`src/shared/sysarea_pkg.sv`:
```
package sysarea_pkg;
  // Word index on the register port
  localparam logic [7:0] A_USER_FAULT  = 8'h00;
  localparam logic [7:0] A_SCAN_MAX    = 8'h01;
  localparam logic [7:0] A_SCAN_MIN    = 8'h02;
  localparam logic [7:0] A_SCAN_NOW    = 8'h03;
  localparam logic [7:0] A_CAL_YM      = 8'h04;
  localparam logic [7:0] A_CAL_DH      = 8'h05;
  localparam logic [7:0] A_CAL_MS      = 8'h06;
  localparam logic [7:0] A_CAL_CW      = 8'h07;
  localparam logic [7:0] A_ERR_STEP    = 8'h08;
  localparam logic [7:0] A_CONTROL     = 8'h10;
  localparam logic [7:0] A_IRQ_STATUS  = 8'h11;
  localparam logic [7:0] A_IRQ_MASK    = 8'h12;
  localparam logic [7:0] A_FREQ_CMD    = 8'h20;
  localparam logic [7:0] A_OP_CMD      = 8'h21;
  localparam logic [7:0] A_DRV_STATUS  = 8'h22;
  localparam logic [7:0] A_DRV_OUTFREQ = 8'h23;
  localparam logic [7:0] A_FSEL0       = 8'h30;
  localparam logic [7:0] A_FSEL4       = 8'h31;
  localparam logic [7:0] A_FVAL0       = 8'h32;
  localparam logic [7:0] A_FVAL4       = 8'h33;
  localparam logic [7:0] A_HIST_PTR    = 8'h40;
  localparam logic [7:0] A_HIST_FIRST  = 8'h41;
  localparam logic [7:0] A_HIST_LAST   = 8'h80;

  localparam int         HIST_RECORDS  = 16;
  localparam int         HIST_WORDS    = 4;
  localparam logic [1:0] REC_YM        = 2'h0;
  localparam logic [1:0] REC_DH        = 2'h1;
  localparam logic [1:0] REC_MS        = 2'h2;
  localparam logic [1:0] REC_CODE      = 2'h3;

  // Control register bit
  localparam int CTL_FORCE_EN = 0;
  // Interrupt status/mask bits
  localparam int IRQ_FAULT   = 0;
  localparam int IRQ_STOP    = 1;
  localparam int IRQ_NEW_MAX = 2;
  localparam int IRQ_BITS    = 3;
  // Operation command bits
  localparam int OP_RUN   = 0;
  localparam int OP_FWD   = 1;
  localparam int OP_FRST  = 2;
  localparam int OP_COAST = 3;

  // Drive common addresses that steal the fixed paths
  localparam logic [15:0] DRV_ADDR_FREQ = 16'h0380;
  localparam logic [15:0] DRV_ADDR_OP   = 16'h0382;
  localparam int          WR_PARAMS     = 5;

  localparam logic [15:0] WORD_ZERO = 16'h0000;
  localparam logic [15:0] WORD_ONES = 16'hFFFF;

  // Scan time is counted in units of 0.1 ms
  localparam int CLK_PERIOD_NS = 8;
  localparam int SCAN_UNIT_NS  = 100000;
  localparam int SCAN_UNIT_CYC = SCAN_UNIT_NS / CLK_PERIOD_NS;

  typedef struct packed {
    logic [15:0] yearMonth;
    logic [15:0] dayHour;
    logic [15:0] minSec;
    logic [15:0] centWeekday;
  } calendar_t;

  typedef struct packed {
    logic [15:0] status;
    logic [15:0] outFreq;
  } drive_mon_t;

  typedef struct packed {
    logic [15:0] freqRef;
    logic        freqValid;
    logic        cmdValid;
    logic        run;
    logic        forward;
    logic        faultReset;
    logic        coastStop;
  } drive_cmd_t;
endpackage

```
`src/hw/plc_system_area_drive_reference.sv`:
```
// Design decisions made here: the address-and-strobe port and the address map.
`timescale 1ns/1ps
// Operation
// - User-fault instruction code is kept in a sixteen-bit system word.
// - Largest scan duration seen so far is kept.
// - Smallest scan duration seen so far is kept.
// - Duration of the latest scan is kept.
// - Four calendar words shown, valid only with clock module fitted.
// - Program step of the latest error is kept.
// - Forcing acts only while the forced-I/O enable bit is set.
// - Per I/O word a select register and a value register drive forcing.
// - With clock module, stop records of date, time and code follow pointer.
// - History holds sixteen four-word records after the pointer word.
// - Seventeenth stop overwrites the oldest record.
// - Frequency command word goes to the drive, hertz times 100.
// - Drive operating state is mirrored into the status monitor word.
// - Drive output frequency is mirrored into the monitor word.
// - Frequency command is ignored if a write-data parameter targets 0x0380.
// - Command bits: run, forward, rising fault reset, coast stop edges.
// - Operation command is ignored if a write-data parameter targets 0x0382.
module plc_system_area_drive_reference #(
  parameter int SCAN_UNIT_CYCLES = sysarea_pkg::SCAN_UNIT_CYC
) (
  input  wire logic                       sys_clk,
  input  wire logic                       rstn,
  input  wire logic [7:0]                 regAddr,
  input  wire logic [15:0]                regWdata,
  input  wire logic                       regWrite,
  input  wire logic                       regRead,
  output logic      [15:0]                regRdata,
  input  wire logic                       scanEnd,
  input  wire logic                       userFaultEvt,
  input  wire logic [15:0]                userFaultCode,
  input  wire logic                       errStepEvt,
  input  wire logic [15:0]                errStep,
  input  wire logic                       rtcPresent,
  input  wire sysarea_pkg::calendar_t     calendar,
  input  wire logic                       stopEvt,
  input  wire logic [15:0]                stopCode,
  input  wire logic [1:0][15:0]           ioRaw,
  output logic      [1:0][15:0]           ioForced,
  input  wire logic [4:0][15:0]           wrDataAddr,
  input  wire sysarea_pkg::drive_mon_t    driveMon,
  output sysarea_pkg::drive_cmd_t         driveCmd,
  output logic                            irq
);

  function automatic logic paramTargets(input logic [4:0][15:0] p, input logic [15:0] a);
    logic hit;
    hit = 1'b0;
    for (int i = 0; i < sysarea_pkg::WR_PARAMS; i++) begin
      if (p[i] == a) begin
        hit = 1'b1;
      end
    end
    return hit;
  endfunction

  // Fault reset and coast stop bits are judged on edges between two consecutive cycles of the word
  function automatic logic bitRose(input logic [15:0] cur, input logic [15:0] prev, input int b);
    return cur[b] && !prev[b];
  endfunction

  function automatic logic bitFell(input logic [15:0] cur, input logic [15:0] prev, input int b);
    return !cur[b] && prev[b];
  endfunction

  // No clock module fitted: calendar words read as zero rather than stale values
  function automatic logic [15:0] calWord(input logic present, input logic [15:0] w);
    return present ? w : sysarea_pkg::WORD_ZERO;
  endfunction

  // Scan count stops at full scale so an overlong scan cannot wrap to a small value
  function automatic logic [15:0] satInc(input logic [15:0] v);
    return (v == sysarea_pkg::WORD_ONES) ? v : v + 16'h1;
  endfunction

  logic [15:0] userFault_q;
  logic [15:0] scanMax_q;
  logic [15:0] scanMin_q;
  logic [15:0] scanNow_q;
  logic [15:0] scanCnt_q;
  logic [31:0] unitCnt_q;
  logic        seenScan_q;
  logic [15:0] errStep_q;
  logic        forceEn_q;
  logic [1:0][15:0] fsel_q;
  logic [1:0][15:0] fval_q;
  logic [15:0] freqCmd_q;
  logic [15:0] opCmd_q;
  logic [15:0] opPrev_q;
  logic [15:0] drvStatus_q;
  logic [15:0] drvOutFreq_q;
  logic [15:0] hist_q [0:sysarea_pkg::HIST_RECORDS*sysarea_pkg::HIST_WORDS-1];
  logic [3:0]  histIdx_q;
  logic        histAny_q;
  logic [sysarea_pkg::IRQ_BITS-1:0] irqStat_q;
  logic [sysarea_pkg::IRQ_BITS-1:0] irqMask_q;
  logic [sysarea_pkg::IRQ_BITS-1:0] irqEvt;
  logic        wr;
  logic        unitTick;
  logic        newMax;
  logic [15:0] scanDone;
  logic        freqBlocked;
  logic        opBlocked;
  logic        histWrite;
  logic [3:0]  histNext;
  logic [15:0] histPtrWord;
  logic [15:0] readMux;
  logic [7:0]  histOff;

  assign wr          = regWrite;
  assign unitTick    = (unitCnt_q == 32'(SCAN_UNIT_CYCLES - 1));
  // A unit that completes on the closing edge still belongs to the scan just ended
  assign scanDone    = unitTick ? satInc(scanCnt_q) : scanCnt_q;
  assign newMax      = scanEnd && (!seenScan_q || scanDone > scanMax_q);
  assign freqBlocked = paramTargets(wrDataAddr, sysarea_pkg::DRV_ADDR_FREQ);
  assign opBlocked   = paramTargets(wrDataAddr, sysarea_pkg::DRV_ADDR_OP);
  assign histWrite   = stopEvt && rtcPresent;
  assign histNext    = histAny_q ? histIdx_q + 4'h1 : 4'h0;
  assign histPtrWord = histAny_q ? 16'({1'b0, histIdx_q} + 5'h01) : sysarea_pkg::WORD_ZERO;
  assign histOff     = regAddr - sysarea_pkg::A_HIST_FIRST;

  // User fault code and error step
  always_ff @(posedge sys_clk) begin
    if (!rstn) begin
      userFault_q <= sysarea_pkg::WORD_ZERO;
      errStep_q   <= sysarea_pkg::WORD_ZERO;
    end else begin
      if (userFaultEvt) begin
        userFault_q <= userFaultCode;
      end
      if (errStepEvt) begin
        errStep_q <= errStep;
      end
    end
  end

  // Scan timing; counter saturates so an overlong scan reads as full scale
  always_ff @(posedge sys_clk) begin
    if (!rstn) begin
      unitCnt_q  <= '0;
      scanCnt_q  <= sysarea_pkg::WORD_ZERO;
      scanNow_q  <= sysarea_pkg::WORD_ZERO;
      scanMax_q  <= sysarea_pkg::WORD_ZERO;
      scanMin_q  <= sysarea_pkg::WORD_ONES;
      seenScan_q <= 1'b0;
    end else begin
      unitCnt_q <= (unitTick || scanEnd) ? '0 : unitCnt_q + 32'h1;
      if (scanEnd) begin
        scanNow_q  <= scanDone;
        seenScan_q <= 1'b1;
        scanCnt_q  <= sysarea_pkg::WORD_ZERO;
        if (newMax) begin
          scanMax_q <= scanDone;
        end
        if (!seenScan_q || scanDone < scanMin_q) begin
          scanMin_q <= scanDone;
        end
      end else if (unitTick) begin
        scanCnt_q <= satInc(scanCnt_q);
      end
    end
  end

  // Forcing registers and enable
  always_ff @(posedge sys_clk) begin
    if (!rstn) begin
      forceEn_q <= 1'b0;
      fsel_q    <= '0;
      fval_q    <= '0;
    end else if (wr) begin
      case (regAddr)
        sysarea_pkg::A_CONTROL: forceEn_q <= regWdata[sysarea_pkg::CTL_FORCE_EN];
        sysarea_pkg::A_FSEL0:   fsel_q[0] <= regWdata;
        sysarea_pkg::A_FSEL4:   fsel_q[1] <= regWdata;
        sysarea_pkg::A_FVAL0:   fval_q[0] <= regWdata;
        sysarea_pkg::A_FVAL4:   fval_q[1] <= regWdata;
        default: ;
      endcase
    end
  end

  always_ff @(posedge sys_clk) begin
    if (!rstn) begin
      ioForced <= '0;
    end else begin
      for (int w = 0; w < 2; w++) begin
        if (forceEn_q) begin
          ioForced[w] <= (ioRaw[w] & ~fsel_q[w]) | (fval_q[w] & fsel_q[w]);
        end else begin
          ioForced[w] <= ioRaw[w];
        end
      end
    end
  end

  // Drive command words written by the program
  always_ff @(posedge sys_clk) begin
    if (!rstn) begin
      freqCmd_q <= sysarea_pkg::WORD_ZERO;
      opCmd_q   <= sysarea_pkg::WORD_ZERO;
    end else if (wr) begin
      if (regAddr == sysarea_pkg::A_FREQ_CMD) begin
        freqCmd_q <= regWdata;
      end
      if (regAddr == sysarea_pkg::A_OP_CMD) begin
        opCmd_q <= regWdata;
      end
    end
  end

  // Previous command word, tracked even while blocked
  always_ff @(posedge sys_clk) begin
    if (!rstn) begin
      opPrev_q <= sysarea_pkg::WORD_ZERO;
    end else begin
      opPrev_q <= opCmd_q;
    end
  end

  // Edges are judged only while the path is live, so unblocking does not fire stale edges
  always_ff @(posedge sys_clk) begin
    if (!rstn) begin
      driveCmd <= '0;
    end else begin
      driveCmd.freqValid <= !freqBlocked;
      driveCmd.freqRef   <= freqBlocked ? sysarea_pkg::WORD_ZERO : freqCmd_q;
      driveCmd.cmdValid  <= !opBlocked;
      driveCmd.faultReset <= 1'b0;
      if (!opBlocked) begin
        driveCmd.run     <= opCmd_q[sysarea_pkg::OP_RUN];
        driveCmd.forward <= opCmd_q[sysarea_pkg::OP_FWD];
        driveCmd.faultReset <= bitRose(opCmd_q, opPrev_q, sysarea_pkg::OP_FRST);
        if (bitRose(opCmd_q, opPrev_q, sysarea_pkg::OP_COAST)) begin
          driveCmd.coastStop <= 1'b1;
        end else if (bitFell(opCmd_q, opPrev_q, sysarea_pkg::OP_COAST)) begin
          driveCmd.coastStop <= 1'b0;
        end
      end else begin
        driveCmd.run       <= 1'b0;
        driveCmd.forward   <= 1'b0;
        driveCmd.coastStop <= 1'b0;
      end
    end
  end

  // Drive monitor mirror
  always_ff @(posedge sys_clk) begin
    if (!rstn) begin
      drvStatus_q  <= sysarea_pkg::WORD_ZERO;
      drvOutFreq_q <= sysarea_pkg::WORD_ZERO;
    end else begin
      drvStatus_q  <= driveMon.status;
      drvOutFreq_q <= driveMon.outFreq;
    end
  end

  // Stop history ring; records are not cleared by reset, only the pointer is
  always_ff @(posedge sys_clk) begin
    if (!rstn) begin
      histIdx_q <= 4'h0;
      histAny_q <= 1'b0;
    end else if (histWrite) begin
      histIdx_q <= histNext;
      histAny_q <= 1'b1;
    end
  end

  always_ff @(posedge sys_clk) begin
    if (histWrite) begin
      hist_q[{histNext, sysarea_pkg::REC_YM}]   <= calendar.yearMonth;
      hist_q[{histNext, sysarea_pkg::REC_DH}]   <= calendar.dayHour;
      hist_q[{histNext, sysarea_pkg::REC_MS}]   <= calendar.minSec;
      hist_q[{histNext, sysarea_pkg::REC_CODE}] <= stopCode;
    end
  end

  // Interrupts: set wins over a write-one clear in the same cycle
  assign irqEvt[sysarea_pkg::IRQ_FAULT]   = userFaultEvt;
  assign irqEvt[sysarea_pkg::IRQ_STOP]    = histWrite;
  assign irqEvt[sysarea_pkg::IRQ_NEW_MAX] = newMax;

  always_ff @(posedge sys_clk) begin
    if (!rstn) begin
      irqStat_q <= '0;
      irqMask_q <= '0;
      irq       <= 1'b0;
    end else begin
      if (wr && regAddr == sysarea_pkg::A_IRQ_STATUS) begin
        irqStat_q <= (irqStat_q & ~regWdata[sysarea_pkg::IRQ_BITS-1:0]) | irqEvt;
      end else begin
        irqStat_q <= irqStat_q | irqEvt;
      end
      if (wr && regAddr == sysarea_pkg::A_IRQ_MASK) begin
        irqMask_q <= regWdata[sysarea_pkg::IRQ_BITS-1:0];
      end
      irq <= |(irqStat_q & irqMask_q);
    end
  end

  // Read decode
  always_comb begin
    readMux = sysarea_pkg::WORD_ZERO;
    case (regAddr)
      sysarea_pkg::A_USER_FAULT:  readMux = userFault_q;
      sysarea_pkg::A_SCAN_MAX:    readMux = scanMax_q;
      sysarea_pkg::A_SCAN_MIN:    readMux = scanMin_q;
      sysarea_pkg::A_SCAN_NOW:    readMux = scanNow_q;
      sysarea_pkg::A_CAL_YM:      readMux = calWord(rtcPresent, calendar.yearMonth);
      sysarea_pkg::A_CAL_DH:      readMux = calWord(rtcPresent, calendar.dayHour);
      sysarea_pkg::A_CAL_MS:      readMux = calWord(rtcPresent, calendar.minSec);
      sysarea_pkg::A_CAL_CW:      readMux = calWord(rtcPresent, calendar.centWeekday);
      sysarea_pkg::A_ERR_STEP:    readMux = errStep_q;
      sysarea_pkg::A_CONTROL:     readMux = 16'({forceEn_q});
      sysarea_pkg::A_IRQ_STATUS:  readMux = 16'(irqStat_q);
      sysarea_pkg::A_IRQ_MASK:    readMux = 16'(irqMask_q);
      sysarea_pkg::A_FREQ_CMD:    readMux = freqCmd_q;
      sysarea_pkg::A_OP_CMD:      readMux = opCmd_q;
      sysarea_pkg::A_DRV_STATUS:  readMux = drvStatus_q;
      sysarea_pkg::A_DRV_OUTFREQ: readMux = drvOutFreq_q;
      sysarea_pkg::A_FSEL0:       readMux = fsel_q[0];
      sysarea_pkg::A_FSEL4:       readMux = fsel_q[1];
      sysarea_pkg::A_FVAL0:       readMux = fval_q[0];
      sysarea_pkg::A_FVAL4:       readMux = fval_q[1];
      sysarea_pkg::A_HIST_PTR:    readMux = histPtrWord;
      default: begin
        if (regAddr >= sysarea_pkg::A_HIST_FIRST && regAddr <= sysarea_pkg::A_HIST_LAST) begin
          readMux = hist_q[histOff[5:0]];
        end
      end
    endcase
  end

  always_ff @(posedge sys_clk) begin
    if (!rstn) begin
      regRdata <= sysarea_pkg::WORD_ZERO;
    end else if (regRead) begin
      regRdata <= readMux;
    end else begin
      regRdata <= sysarea_pkg::WORD_ZERO;
    end
  end

endmodule // plc_system_area_drive_reference

```
`config.mk`:
```
export PLATFORM = sky130hd
export DESIGN_NAME = plc_system_area_drive_reference
export DESIGN_NICKNAME = d
export VERILOG_FILES = /design/src/shared/sysarea_pkg.sv /design/src/hw/plc_system_area_drive_reference.sv
export SDC_FILE = /design/constraint.sdc
export NUM_CORES = 2
export LEC_CHECK = 0
export ABC_CLOCK_PERIOD_IN_PS = 6350
export BUFFER_PORTS_ARGS = -buffer_cell sky130_fd_sc_hd__buf_2
export CAP_MARGIN = 40
export CORE_ASPECT_RATIO = 1.2
export CORE_MARGIN = 5
export CORE_UTILIZATION = 45
export CTS_BUF_LIST = sky130_fd_sc_hd__clkbuf_8 sky130_fd_sc_hd__clkbuf_16
export DETAILED_ROUTE_END_ITERATION = 8
export HOLD_SLACK_MARGIN = 0.1
export PLACE_DENSITY = 0.69
export SYNTH_ARGS = -nofsm -noshare
export SYNTH_HDL_FRONTEND = slang
export SYNTH_SLANG_ARGS = --single-unit
```
`constraint.sdc`:
```
create_clock -name sys_clk -period 6.35 [get_ports sys_clk]
set_input_delay 0.635 -clock sys_clk [delete_from_list [all_inputs] [get_ports sys_clk]]
set_output_delay 0.635 -clock sys_clk [all_outputs]
set_load 0.005 [all_outputs]
```
Word level (Yosys, flattened, before mapping). Memories as Yosys holds them, arrays and structs flattened. Index checks and enable logic that the tools add are counted. W data, S select, Z words.

Bitwise gates (word level): 14. Muxes and demuxes: 27. Add/subtract/negate cells: 5. Magnitude comparators: 4. Eq/ne operators: 32. Reductions and logical operators: 34.

Operator list (number): $pmux W16 S21 (1); $eq A16 B10 Y1 const B (10); $mux W16 (9); $and A16 B16 Y16 (4); $eq A8 B6 Y1 const B (8); $add A32 B1 Y32 const B (1); $eq A32 B14 Y1 const B (1); $eq A8 B3 Y1 const B (4); $not A16 Y16 (2); $or A16 B16 Y16 (2); $eq A8 B5 Y1 const B (3); $reduce_and A2 Y1 (10); $add A16 B1 Y16 const B (1); $eq A16 B16 Y1 const B (1); $eq A8 B2 Y1 const B (2); $gt A16 B16 Y1 (1); $lt A16 B16 Y1 (1); $mux W1 (14); $eq A8 B1 Y1 const B (1); $eq A8 B4 Y1 const B (1); $eq A8 B7 Y1 const B (1); $ge A8 B7 Y1 const B (1); $le A8 B8 Y1 const B (1); $logic_and A1 B1 Y1 (8); 16 further kinds (28).

Word-level logic and storage cells: 150. Output and inout bits: 71. Register bits after elaboration: 344. Bits in writable memories: 1024. Input bits: 289. Memories kept: 1.

Memory list: hist_q (words 64, bits a word 16, rd ports 1, clocked after memory_dff 0, write ports 4, RTL line plc_system_area_drive_reference.sv:94) `logic [15:0] hist_q [0:sysarea_pkg::HIST_RECORDS*sysarea_pkg::HIST_WORDS-1];`.

Depth between registers and ports, before layout.
Depth in word-level cells: 8. Gate-level depth with buffers: 18. Mapped depth without buffers: 16.

Worst setup path before layout. Ideal clock, no wire load.

Path kind: input -> register. Start: in stopEvt. End: mem hist_q[20][0] (enable). Stages on the path: 5. Buffers on the path: 1. Data required time: 5.864 ns. Path slack: 1.757 ns. Arrival time: 4.106 ns. Library setup time: 0.486 ns. Path through: and2_1 clkbuf_1 nand2_1 or3_1 nor2_1.

RTL lines: start, declared (RTL line plc_system_area_drive_reference.sv:38) `input wire logic stopEvt,`; end, declared (RTL line plc_system_area_drive_reference.sv:94).

Final worst setup path.
Start: reg unitCnt_q[0]. End: reg scanMin_q[6].

Word-level cells in the longest chain between the ends: 5.

RTL lines: start, declared (RTL line plc_system_area_drive_reference.sv:83) `logic [31:0] unitCnt_q;`; start signal, assigned (RTL line plc_system_area_drive_reference.sv:149) `unitCnt_q <= (unitTick || scanEnd) ? '0 : unitCnt_q + 32'h1;`; $eq A32 B14 Y1 * (RTL line plc_system_area_drive_reference.sv:113) `assign unitTick = (unitCnt_q == 32'(SCAN_UNIT_CYCLES - 1));`; $mux W16 * (RTL line plc_system_area_drive_reference.sv:115) `assign scanDone = unitTick ? satInc(scanCnt_q) : scanCnt_q;`; named net scanDone[6] (RTL line plc_system_area_drive_reference.sv:103) `logic [15:0] scanDone;`; $lt A16 B16 Y1 (RTL line plc_system_area_drive_reference.sv:157) `if (!seenScan_q || scanDone < scanMin_q) begin`; $logic_or A1 B1 Y1 (RTL line plc_system_area_drive_reference.sv:157); $reduce_and A2 Y1 (no source line); end signal, assigned (RTL line plc_system_area_drive_reference.sv:146) `scanMin_q <= sysarea_pkg::WORD_ONES;`; end signal, assigned (RTL line plc_system_area_drive_reference.sv:158) `scanMin_q <= scanDone;`; end, declared (RTL line plc_system_area_drive_reference.sv:80) `logic [15:0] scanMin_q;`.

The timed path passes the listed nets; every way through them passes the cells marked *. A chain may end at the register's enable or synchronous reset.

==> impl_metrics.toml <==
[status]
outcome = "finished clean"

[run]
maxCapViolCount = 0

[cts]
cts_sinks = 1366
root_buffer = "clkbuf_16"
clk_latency_ns = 0.75
post_cts_resized = 0
cts_tree = "yes"
path_clk_slew_ns = 0.06
clk_path_buf_depth = 3
htreeDepth = 4
cts_inserted_buffers = 134

[grt]
antenna_found_initial = 19
globalRouteTotalUtil_pct = 24.4
grt-ovfl-total = 0
first_global_vias = 32700
grt_pass1_wl_um = 228000
grt_max_degree = 121

[logic_synthesis]
yosys_warnings = 0
syn_nets = 3658
synth_seq_area_share_pct = 69.5
synth-seq-cells = 1366
synth_cell_type_count = 82
syn-instance-count = 3329
synth-edff-count = 1024
ys.flop_type = "edfxtp_1"
syn_avg_cell_area_sq_um = 16.2
syn_area_sq_um = 54100
async_flop_share_pct = 0

[detailed_routing]
routedWlPerCell_um = 29.0
vias_per_cell = 6.07
wl_um = 158000
drc = 0
num_vias = 33000
antenna_left = 0
first_iter_violations = 3842
drt_pass1_iterations = 7

[critical_path]
cp-end-kind = "flop"
start_kind = "flop"
path_max_fanout = 17
cp_data_required_time_ns = 7.00
crit_arrival_ns = 5.92
critPathKind = "flop to flop"

[placed_design]
place_congestion = 0.992
port_buffers = 359
place_area_sq_um = 58100
dp.cells = 5128
dp_hpwl_um = 104000

[pwr]
ir_drop_uv = 253
leakage_uw = 0.0214
powerDensity_nw_per_um2 = 301

[timing]
tightest_slew_ns = 1.03
max-slew-margin-rel_pct = 31.1
final-setup-viol-count = 0
drv_slew = 0
post-route-period-util_pct = 83.0
fmax_mhz = 190
finalCriticalPeriod_ns = 5.27
rsz0062_at_grt = "no"
skew_ns = 0.0303
tns_ns = 0
finalHoldViolCount = 0

[floorplanning]
die-area_sq_um = 127000
io_pins = 360
core_area_sq_um = 119000
fp-row-count = 139
start_util_pct = 45.2
chipWidth_um = 326
die_h_um = 390

[finish]
layout-drive-gt1-share_pct = 26.1
final_nets = 4102
syn_to_final_growth_pct = 16.8
fin_cells = 5436
utilization_pct = 52.9
stdcell_area_sq_um = 63200

[min_path]
min_path_type = "input pin to flop"
-- layout by cell type, fill, tap and decap left out, types with 29 or more instances in the layout --
| cell | count |
|---|---|
| o21ai_0 | 29 |
| mux4_2 | 318 |
| and2_1 | 58 |
| buf_2 | 362 |
| dfxtp_1 | 341 |
| nand2_1 | 316 |
| ha_1 | 38 |
| nand3_1 | 88 |
| mux2i_1 | 54 |
| nor2_1 | 170 |
| xor2_1 | 34 |
| a21oi_1 | 171 |
| a22oi_1 | 69 |
| buf_4 | 65 |
| dlygate4sd3_1 | 58 |
| a211oi_1 | 37 |
| clkbuf_16 | 139 |
| inv_1 | 85 |
| edfxtp_1 | 1024 |
-- final timing paths --
path	startpoint	endpoint	cells past startpoint	slack [ns]
max	unitCnt_q[0]$_SDFF_PP0_	scanMin_q[6]$_SDFFE_PN1P_	15	1.08
min	userFaultCode[6]	userFault_q[6]$_SDFFE_PN0P_	3	0.14
max reg2reg	unitCnt_q[0]$_SDFF_PP0_	scanMin_q[6]$_SDFFE_PN1P_	15	1.08
min reg2reg	opCmd_q[15]$_SDFFE_PN0P_	opCmd_q[15]$_SDFFE_PN0P_	2	0.46
-- layer usage --
layer	GRT usage, %	wire [um]
met2	38.7	74000
met3	6.10	15900
met5	0	124
met4	11.5	8190
met1	32.0	59500
-- stage by stage --
| step | worst slack [ns] | hold WS, ns | total power, uW |
|---|---|---|---|
| after detailed placement | 1.26 | 0.453 | 11200 |
| final | 1.08 | 0.144 | 19000 |
| after floorplan | 1.76 | 0.436 | 10600 |
| after CTS | 1.18 | 0.100 | 19100 |
| after global placement | 1.36 | 0.445 | 11200 |
| after global routing | 0.717 | 0.128 | 19500 |
-- repair_timing --
action	in CTS	in global routing
hold buffers	58	0
buffers inserted	0	0
endpoints found under the hold margin	58	0
-- power breakdown --
| group | internal [uW] | switching (uW) | total, uW | leakage, uW |
|---|---|---|---|---|
| combinational | 532 | 749 | 1280 | 0.00715 |
| sequential | 9680 | 73.9 | 9750 | 0.0120 |
| clock | 4640 | 3310 | 7950 | 0.00225 |
-- kinds of logic (layout without fill, tap and decap cells) --
family                     count (synthesis)  in the layout  synth area share (%)
AOI/OAI and AO/OA                        448            448                  5.51
xor gates and xnor gates                  50             50                 0.838
adders and majority gates                 40             40                 0.926
buffers and inverters                    259            803                  1.95
DFF                                     1366           1366                  69.5
muxes                                    372            372                  14.2
other                                      0             12                     0
and+or+nand+nor                          794            794                  6.99
-- flip-flops by register name (all words and copies together), names as in the netlist, 22 cells and up --
signal     count
ioForced      32
fsel_q        32
unitCnt_q     32
driveCmd      22
hist_q      1024
fval_q        32
-- area by class of cell --
type                       count  area (sq um)
timing repair buffer         505          3330
multi-input combinational   1704         15600
inverter                      62           238
clock buffer                 152          3660
sequential                  1366         37600
fill                        9407         56300
tap                         1551          1940
antenna                       12          30.0
clock inverter                84           737
-- Yosys cell counts, types with 5 or more instances --
cell       number  share of area, %
a21oi_1       171               1.6
mux2i_1        54               1.0
inv_1          61              0.42
a22o_1         11              0.18
edfxtp_1     1024                57
nor2_1        186               1.3
nor4_1         14              0.16
a31oi_1        22              0.25
nor3_1         20              0.19
mux4_2        318                13
nor3b_1         5             0.069
a221oi_1       16              0.26
nor4b_1         8              0.13
ha_1           40              0.93
a211oi_1       38              0.53
and3_1         15              0.17
and4_1         19              0.31
nand2b_1        5             0.058
o211ai_1        7             0.097
and2_1         58              0.67
o22ai_1        17              0.20
o221ai_1        7              0.11
o21ai_0        29              0.27
nand2_1       316               2.2
xnor2_1        14              0.23
nand3_1        88              0.81
buf_2          55              0.51
a2111oi_0       7              0.11
xor2_1         34              0.55
a22oi_1        69              0.96
a222oi_1       21              0.39
clkbuf_1      130              0.90
buf_1          10             0.069
dfxtp_1       342                13
nand4_1        26              0.30
-- critical path, stage by stage, from the launching register on --
cell,delay [ns]
dfxtp_1,0.39
ha_1,0.28
nor4b_1,0.25
nand4_1,0.18
nor4_4,0.44
nand3_1,0.16
xor2_1,0.43
inv_1,0.14
ha_1,0.32
a21o_1,0.19
a21o_1,0.19
a2111oi_0,0.58
o311ai_0,0.23
a41oi_2,0.79
nand2_4,0.31
a31oi_1,0.29
Power figures use the tool's default switching activity.
